<file path="config.mk">
export PLATFORM = sky130hd
export DESIGN_NAME = bidir_port_lcd_shared
export DESIGN_NICKNAME = d
export VERILOG_FILES = /design/src/pin_sync.v /design/src/bidir_port_lcd_shared.v
export VERILOG_INCLUDE_DIRS = /design/src /design/src/pkg
export SDC_FILE = /design/constraint.sdc
export NUM_CORES = 1
export LEC_CHECK = 0
export ABC_AREA = 1
export BUFFER_PORTS_ARGS = -buffer_cell sky130_fd_sc_hd__buf_2
export CAP_MARGIN = 20
export CORE_ASPECT_RATIO = 1.2
export CORE_MARGIN = 5
export CORE_UTILIZATION = 40
export DETAILED_ROUTE_END_ITERATION = 10
export PLACE_DENSITY = 0.69
export SLEW_MARGIN = 0
export SYNTH_ARGS = -nofsm -noshare
export SYNTH_HDL_FRONTEND = slang
export SYNTH_SLANG_ARGS = --single-unit
</file>
<file path="constraint.sdc">
create_clock -name CLOCK_I -period 4.1 [get_ports CLOCK_I]
set_input_delay 0.82 -clock CLOCK_I [delete_from_list [all_inputs] [get_ports CLOCK_I]]
set_output_delay 0.82 -clock CLOCK_I [all_outputs]
set_load 0.005 [all_outputs]
</file>
<file path="src/pkg/gpio_port_defs.vh">
// Constants for the shared eight-pin port: register offsets, field positions, reset values.
// Assumes a byte-wide register port with one-cycle read latency.
`ifndef GPIO_PORT_DEFS_VH
`define GPIO_PORT_DEFS_VH

// ****************************************
// Register offsets
// ****************************************
`define OFS_PORT_PIN_DATA 3'h0
`define OFS_PORT_OUTPUT_LATCH 3'h1
`define OFS_PORT_DIRECTION 3'h2
`define OFS_SEGMENT_ENABLE 3'h3
`define OFS_PAD_CONFIG_ONE 3'h4

// ****************************************
// Field positions
// ****************************************
`define PAD_OTHER_D_PU_BIT 7
`define PAD_OTHER_E_PU_BIT 6
`define PAD_PORT_PU_BIT 5
`define PAD_RTC_SEL_HI_BIT 2
`define PAD_RTC_SEL_LO_BIT 1
`define PAD_WRITE_MASK 8'he6

// ****************************************
// Reset values
// ****************************************
`define RST_DIRECTION 8'hff
`define RST_LATCH 8'h00
`define RST_SEGMENT 8'h00
`define RST_PAD 8'h00

// ****************************************
// Timing
// ****************************************
`define SYNC_STAGES 2

`endif

</file>
<file path="src/pin_sync.v">
// Two-stage synchroniser for the eight port pin levels.
// Assumes the pins are asynchronous to CLOCK_I.
`timescale 1ns/1ps
module pin_sync (
   input wire clk_i,
   input wire rst_i,
   input wire [7:0] async_i,
   output wire [7:0] sync_o
);
   reg [7:0] meta_q;
   reg [7:0] sync_q;

   // The first stage is read only by the second, so metastability cannot reach logic.
   always @(posedge clk_i or posedge rst_i) begin
      if (rst_i) begin
         meta_q <= 8'h00;
         sync_q <= 8'h00;
      end else begin
         meta_q <= async_i;
         sync_q <= meta_q;
      end
   end

   assign sync_o = sync_q;
endmodule

</file>
<file path="src/bidir_port_lcd_shared.v">
// Eight-pin bidirectional port whose upper seven pins are shared with LCD segment drivers.
// Assumes a byte-wide register port on CLOCK_I and pins asynchronous to that clock.
//
// Added by the designer: the strobed register port and the register addresses.
`timescale 1ns/1ps
`include "gpio_port_defs.vh"

// Contract
// - Eight-bit port with a direction register and an output latch register.
// - Direction bit 0 drives latch onto pin; 1 makes pin an input.
// - After any reset every pin is a digital input.
// - Pin zero has no segment; pins 1 to 7 each share one segment.
// - An enabled segment owns the pin and disables all port functions.
// - Pins 1-3 map to segments 33-35; pins 4-7 to 39,38,37,36.
// - Each pin has a weak pull-up; pad config bit 5 clear disables all.
// - A pin set as output always has its pull-up switched off.
// - After any reset all pull-ups of the port are disabled.
// - Without this port the pull-up control bit is absent and reads zero.
// - Segment enable holds segments 39..32; pad config bits 2:1 select rtc output.
module bidir_port_lcd_shared #(
   parameter PORT_PRESENT = 1
) (
   // Clock and reset
   input wire CLOCK_I,
   input wire SYS_RST_I,
   // Register port
   input wire [2:0] ADDR_I,
   input wire [7:0] WDATA_I,
   input wire WR_I,
   input wire RD_I,
   output reg [7:0] RDATA_O,
   // Port pins
   input wire [7:0] PIN_I,
   output reg [7:0] PIN_O,
   output reg [7:0] PIN_OE_O,
   output reg [7:0] PULLUP_EN_O,
   // LCD segment driver side
   input wire [7:0] LCD_SEG_I,
   output reg [7:0] SEG_SEL_O,
   output reg [1:0] RTC_OUTPUT_SEL_O,
   output reg [1:0] OTHER_PULLUP_O
);

   // ****************************************
   // Register state
   // ****************************************
   reg [7:0] port_output_latch_q;
   reg [7:0] port_direction_q;
   reg [7:0] segment_enable_32_39_q;
   reg [7:0] pad_config_one_q;
   wire [7:0] pin_level;
   wire [7:0] pin_seg_en;
   wire [7:0] pin_seg_val;
   wire port_pullup_enable;

   // Segment number of each pin, relative to segment 32, as a bit index of the enable register.
   function [2:0] seg_index;
      input [2:0] pin;
      begin
         case (pin)
            3'h1: seg_index = 3'h1;
            3'h2: seg_index = 3'h2;
            3'h3: seg_index = 3'h3;
            3'h4: seg_index = 3'h7;
            3'h5: seg_index = 3'h6;
            3'h6: seg_index = 3'h5;
            3'h7: seg_index = 3'h4;
            default: seg_index = 3'h0;
         endcase
      end
   endfunction

   // ****************************************
   // Pin synchroniser
   // ****************************************
   pin_sync u_pin_sync (
      .clk_i(CLOCK_I),
      .rst_i(SYS_RST_I),
      .async_i(PIN_I),
      .sync_o(pin_level)
   );

   // ****************************************
   // Segment mapping
   // ****************************************
   genvar g;
   generate
      for (g = 0; g < 8; g = g + 1) begin : g_map
         if (g == 0) begin : g_none
            assign pin_seg_en[g] = 1'b0;
            assign pin_seg_val[g] = 1'b0;
         end else begin : g_seg
            assign pin_seg_en[g] = segment_enable_32_39_q[seg_index(g)];
            assign pin_seg_val[g] = LCD_SEG_I[seg_index(g)];
         end
      end
   endgenerate

   assign port_pullup_enable = pad_config_one_q[`PAD_PORT_PU_BIT];

   // ****************************************
   // Access decode
   // ****************************************
   // One decode function serves every register write, so no two write offsets can ever disagree.
   function hit;
      input [2:0] addr;
      input [2:0] offset;
      begin
         hit = (addr == offset);
      end
   endfunction

   // Offsets 5 to 7 decode to nothing, so writes there are dropped.
   wire wr_pin_data;
   wire wr_latch;
   wire wr_direction;
   wire wr_segment;
   wire wr_pad;

   assign wr_pin_data = WR_I & hit(ADDR_I, `OFS_PORT_PIN_DATA);
   assign wr_latch = WR_I & hit(ADDR_I, `OFS_PORT_OUTPUT_LATCH);
   assign wr_direction = WR_I & hit(ADDR_I, `OFS_PORT_DIRECTION);
   assign wr_segment = WR_I & hit(ADDR_I, `OFS_SEGMENT_ENABLE);
   assign wr_pad = WR_I & hit(ADDR_I, `OFS_PAD_CONFIG_ONE);

   // ****************************************
   // Register next values
   // ****************************************
   reg [7:0] port_output_latch_d;
   reg [7:0] port_direction_d;
   reg [7:0] segment_enable_32_39_d;
   reg [7:0] pad_config_one_d;

   // A write to either the port data or the latch offset lands in the same latch.
   always @* begin
      port_output_latch_d = port_output_latch_q;
      if (wr_pin_data) begin
         port_output_latch_d = WDATA_I;
      end else if (wr_latch) begin
         port_output_latch_d = WDATA_I;
      end
   end

   always @* begin
      port_direction_d = port_direction_q;
      if (wr_direction) begin
         port_direction_d = WDATA_I;
      end
   end

   always @* begin
      segment_enable_32_39_d = segment_enable_32_39_q;
      if (wr_segment) begin
         segment_enable_32_39_d = WDATA_I;
      end
   end

   // Unused bits are held at zero so that reads see them as zero.
   always @* begin
      pad_config_one_d = pad_config_one_q;
      if (wr_pad) begin
         pad_config_one_d = WDATA_I & `PAD_WRITE_MASK;
         if (PORT_PRESENT == 0) begin
            pad_config_one_d[`PAD_PORT_PU_BIT] = 1'b0;
         end
      end
   end

   // ****************************************
   // Register state update
   // ****************************************
   // Each register has its own process so that every reset value is traced to one line.
   always @(posedge CLOCK_I or posedge SYS_RST_I) begin
      if (SYS_RST_I) begin
         port_output_latch_q <= `RST_LATCH;
      end else begin
         port_output_latch_q <= port_output_latch_d;
      end
   end

   always @(posedge CLOCK_I or posedge SYS_RST_I) begin
      if (SYS_RST_I) begin
         port_direction_q <= `RST_DIRECTION;
      end else begin
         port_direction_q <= port_direction_d;
      end
   end

   always @(posedge CLOCK_I or posedge SYS_RST_I) begin
      if (SYS_RST_I) begin
         segment_enable_32_39_q <= `RST_SEGMENT;
      end else begin
         segment_enable_32_39_q <= segment_enable_32_39_d;
      end
   end

   always @(posedge CLOCK_I or posedge SYS_RST_I) begin
      if (SYS_RST_I) begin
         pad_config_one_q <= `RST_PAD;
      end else begin
         pad_config_one_q <= pad_config_one_d;
      end
   end

   // ****************************************
   // Register reads
   // ****************************************
   reg [7:0] rdata_d;

   // Pins owned by a segment read as zero since the port input is disabled there.
   function [7:0] pin_read;
      input [7:0] level;
      input [7:0] owned;
      begin
         pin_read = level & ~owned;
      end
   endfunction

   // Read data is zero outside the read slot, so a stale byte is never taken for an answer.
   always @* begin
      rdata_d = 8'h00;
      if (RD_I) begin
         case (ADDR_I)
            `OFS_PORT_PIN_DATA: rdata_d = pin_read(pin_level, pin_seg_en);
            `OFS_PORT_OUTPUT_LATCH: rdata_d = port_output_latch_q;
            `OFS_PORT_DIRECTION: rdata_d = port_direction_q;
            `OFS_SEGMENT_ENABLE: rdata_d = segment_enable_32_39_q;
            `OFS_PAD_CONFIG_ONE: rdata_d = pad_config_one_q;
            default: rdata_d = 8'h00;
         endcase
      end
   end

   always @(posedge CLOCK_I or posedge SYS_RST_I) begin
      if (SYS_RST_I) begin
         RDATA_O <= 8'h00;
      end else begin
         RDATA_O <= rdata_d;
      end
   end

   // ****************************************
   // Pin drive
   // ****************************************
   reg [7:0] pin_o_d;
   reg [7:0] pin_oe_d;
   reg [7:0] pullup_en_d;
   reg [7:0] seg_sel_d;
   reg [1:0] rtc_output_sel_d;
   reg [1:0] other_pullup_d;

   // Drive value of one pin: the segment value while the segment owns it, the latch bit otherwise.
   function drive_bit;
      input owned;
      input seg_val;
      input latch;
      begin
         drive_bit = owned ? seg_val : latch;
      end
   endfunction

   // Pull-up of one pin: global enable set, pin an input, no segment on it.
   function pullup_bit;
      input enable;
      input dir;
      input owned;
      begin
         pullup_bit = enable & dir & ~owned;
      end
   endfunction

   integer k;

   // Pin zero sees no segment, so its drive and pull-up follow the port alone.
   always @* begin
      pin_o_d = 8'h00;
      pin_oe_d = 8'h00;
      pullup_en_d = 8'h00;
      for (k = 0; k < 8; k = k + 1) begin
         pin_o_d[k] = drive_bit(pin_seg_en[k], pin_seg_val[k], port_output_latch_q[k]);
         pin_oe_d[k] = pin_seg_en[k] | ~port_direction_q[k];
         pullup_en_d[k] = pullup_bit(port_pullup_enable, port_direction_q[k], pin_seg_en[k]);
      end
   end

   always @* begin
      seg_sel_d = pin_seg_en;
      rtc_output_sel_d = {pad_config_one_q[`PAD_RTC_SEL_HI_BIT], pad_config_one_q[`PAD_RTC_SEL_LO_BIT]};
      other_pullup_d = {pad_config_one_q[`PAD_OTHER_D_PU_BIT], pad_config_one_q[`PAD_OTHER_E_PU_BIT]};
   end

   // ****************************************
   // Output registers
   // ****************************************
   // Outputs are registered, so pin changes trail a register write by one cycle.
   always @(posedge CLOCK_I or posedge SYS_RST_I) begin
      if (SYS_RST_I) begin
         PIN_O <= 8'h00;
      end else begin
         PIN_O <= pin_o_d;
      end
   end

   always @(posedge CLOCK_I or posedge SYS_RST_I) begin
      if (SYS_RST_I) begin
         PIN_OE_O <= 8'h00;
      end else begin
         PIN_OE_O <= pin_oe_d;
      end
   end

   always @(posedge CLOCK_I or posedge SYS_RST_I) begin
      if (SYS_RST_I) begin
         PULLUP_EN_O <= 8'h00;
      end else begin
         PULLUP_EN_O <= pullup_en_d;
      end
   end

   always @(posedge CLOCK_I or posedge SYS_RST_I) begin
      if (SYS_RST_I) begin
         SEG_SEL_O <= 8'h00;
      end else begin
         SEG_SEL_O <= seg_sel_d;
      end
   end

   always @(posedge CLOCK_I or posedge SYS_RST_I) begin
      if (SYS_RST_I) begin
         RTC_OUTPUT_SEL_O <= 2'h0;
      end else begin
         RTC_OUTPUT_SEL_O <= rtc_output_sel_d;
      end
   end

   always @(posedge CLOCK_I or posedge SYS_RST_I) begin
      if (SYS_RST_I) begin
         OTHER_PULLUP_O <= 2'h0;
      end else begin
         OTHER_PULLUP_O <= other_pullup_d;
      end
   end

endmodule

</file>
==> results.md <==
* Gate Count Post-Synth at 294
* Buffer depth of the longest clock path at 2
* Rows at 35
* # setup viols final at 0
* Clock net sink count at 88
* Dpl cell area at 0.003625 mm2
* Area grow syn2layout at 19.30%
* Drt total wl at 6979 um
* Final non-filler cell area at 0.003812 mm2
* Final setup TNS at 0 ns
* Tightest Hold Check Type: flop to flop
* CP arrival at 2.15 ns
* Post-DRT Antenna Nets at 0
* Utilization after layout at 0.4918
* Critical path fanouts, max at 17
* Clk pwr share at 0.302
* CP Data Required Time at 4.37 ns
* N_diodes at 0
* Residual DRC count at 0
* Cell Chain, Critical Path: buf_2 -> nor2_2 -> nand3_2 -> o21ai_0
* RSZ-0062 raised after global routing: no
* Max_slew headroom at 0.5924
* Root buf cell: clkbuf_8
* Die H at 107.9 um
* # port buffers at 72
* Final Hold Fails at 0
* Seq cells post-synth at 88
* Core box area at 0.007751 mm2
* Ys Warns at 0
* Mapped Nets at 325
* Status: completed
* Cells after DPL at 450
* DR vias/cell at 4.757
* Routability cong. at 0.7776
* CP max stage delay at 0.52 ns
* Postcts setup bufs at 0
* CTS Hold Bufs at 0
* CTS tree: built
* Post-Syn Area at 0.003196 mm2
* Post-CTS sizing at 0
* Sequential Power Share at 0.564
* Full die area at 0.009884 mm2
* Routed length per placed instance at 15.01 um
* Post-route insts no fill at 465
* Combinational power share at 0.134
* MaxCap Viol Count at 0
* Wire length of the first global-routing pass at 11410 um
* Int Power at 0.001401 W
* Largest net degree at the start of global routing at 33
* Crit path time final at 1.886 ns
* Clk slew on worst S/H paths at 0.08 ns
* Worst skew pair latency at 0.35 ns
* Max Slew Vio Count at 0
* Power Dens Cells at 498.5 mW/mm2
* Final period utilization at 0.4601
* Slowest stage cell, crit path: nor2_2
* NumNets Final at 400
* Worst setup SP type: input pin
* GRT Resource Usage Total at 0.1517
* Post-DP HPWL at 4917 um
* Worst VDD drop at 0.1665 mV
* Static leakage at 1.965 nW
* Number of global-route vias before repair at 2324
* Setup crit end kind: flop
* Initial DRC Count at 138
* Crit Path Category: input pin to flop
* Die width at 91.60 um
* Ratio of cells with drive above 1 in the final layout at 0.3056
* Total vias in the final route at 2212
* Switch Pwr at 0.0004991 W
* Buffers and inverters on the worst path at 1
* Initial Utilization at 0.4123
* Seq/Total Area, Yosys at 0.6922
* Worst path top cell family by delay: simple AND/OR/NAND/NOR gates
* Fmax at 530.1 MHz
* Max Clock Skew at 0.005597 ns
* Syn avg cell area at 10.87 um2
* Dominant cells by area after synthesis: dfrtp_1, nand2_1, dfstp_2
* Worst hold slack at 0.3498 ns
* Sw Share at 0.2626
* Worst Tran Pin Value at 0.6108 ns
* Synth cell types at 22
* Ports at 75
* Overflow left after global routing at 0
* Synth area leader: dfrtp_1
* Clock H-tree levels at 3
* CTS Buf Count at 9
* Top-area cell type share of the netlist area at 0.6265
* Initial antenna violation count at 0
* Pre-antenna DRT Iters at 4
[kinds of logic after synthesis]
kind of cell	share of synthesized area
AO/OA/AOI/OAI	0.06735
buffers and inverters	0.05364
flip-flops	0.6922
other	0.001174
AND/OR/NAND/NOR	0.1856
[flip-flops by register name (all words and copies together), names as in the netlist]
register / count
PIN_OE_O: 8
PIN_O: 8
PULLUP_EN_O: 8
RDATA_O: 8
port_direction_q: 8
port_output_latch_q: 8
segment_enable_32_39_q: 8
u_pin_sync.meta_q: 8
u_pin_sync.sync_o: 8
SEG_SEL_O: 7
pad_config_one_q: 5
OTHER_PULLUP_O: 2
RTC_OUTPUT_SEL_O: 2
[metal layers]
metal,GRT usage,vias up,part of all wire
met1,0.1669,1054,0.38
met4,0.07543,0,0.018
li1,-,1091,-
met2,0.2621,59,0.53
met3,0.05035,8,0.068
met5,0,-,0
[Yosys cell counts]
library cell  number
buf_1              1
nor2_1            25
conb_1             1
nor2_4             2
nand2_1           60
o21ai_0           21
o21ai_2            8
o21ai_1            8
dfrtp_1           80
dfstp_2            8
inv_2              1
nor3_4             1
buf_6              1
nand3_2            2
nand2_4            1
nand3_1           27
buf_2              5
buf_4              3
nor2_2             1
nand2_2            2
nand4_1            8
inv_1             28
[final timing paths]
kind | start | endpoint | slack, ns | depth (start not counted)
max | ADDR_I[0] | pad_config_one_q[2]$_DFFE_PP0P_ | 2.21 | 4
min | u_pin_sync.meta_q[6]$_DFF_PP0_ | u_pin_sync.sync_o[6]$_DFF_PP0_ | 0.35 | 0
max reg2reg | segment_enable_32_39_q[2]$_DFFE_PP0P_ | RDATA_O[2]$_DFF_PP0_ | 3.13 | 5
min reg2reg | u_pin_sync.meta_q[6]$_DFF_PP0_ | u_pin_sync.sync_o[6]$_DFF_PP0_ | 0.35 | 0
max in group asynchronous | SYS_RST_I | port_direction_q[0]$_DFFE_PP1P_ | 2.89 | 3
min in group asynchronous | SYS_RST_I | SEG_SEL_O[5]$_DFF_PP0_ | 0.44 | 2
[worst register-to-register path: stages, from the launching register on]
cell and delay [ns]:
dfrtp_1 0.43, inv_1 0.10, nand4_1 0.11, nand2_1 0.06, nor2_1 0.10, nor2_1 0.05
[cells in the final DEF (no fill, tap or decap), types with 2 or more instances in the layout]
master and count:
clkbuf_8 10, nand2_1 60, inv_1 27, o21ai_1 8, o21ai_2 8, nor2_4 2
nand2_2 2, nand3_2 2, dfstp_2 8, nor2_1 25, buf_2 72, nand3_1 27
dfrtp_1 80, clkinv_2 2, nand4_1 8, clkbuf_1 2, buf_4 2, o21ai_0 21
[final cells by class]
| cell class | count | area, um2 |
|---|---|---|
| Multi-Input combinational cell | 167 | 812.0 |
| Tap cell | 92 | 115.1 |
| Timing Repair Buffer | 74 | 375.4 |
| Inverter | 29 | 110.1 |
| Fill cell | 726 | 3939 |
| Clock inverter | 3 | 42.54 |
| Sequential cell | 88 | 2212 |
| Clock buffer | 12 | 145.1 |
[stage by stage]
step	worst slack, ns	power, W
floorplan	1.015	0.001216
global placement	1.879	0.001338
detailed placement	1.839	0.001349
CTS	2.222	0.001925
global route	2.073	0.002014
finish	2.214	0.001900
[power groups by stage]
stage | Combinational (W) | Sequential [W] | Clock [W]
finish | 0.000255 | 0.00107 | 0.000575
global route | 0.000294 | 0.00109 | 0.000632
CTS | 0.000262 | 0.00107 | 0.000591
detailed placement | 0.000261 | 0.00109 | 0
global placement | 0.000254 | 0.00108 | 0
floorplan | 0.000134 | 0.00108 | 0
Note: power is estimated with default switching activity, not from simulation.
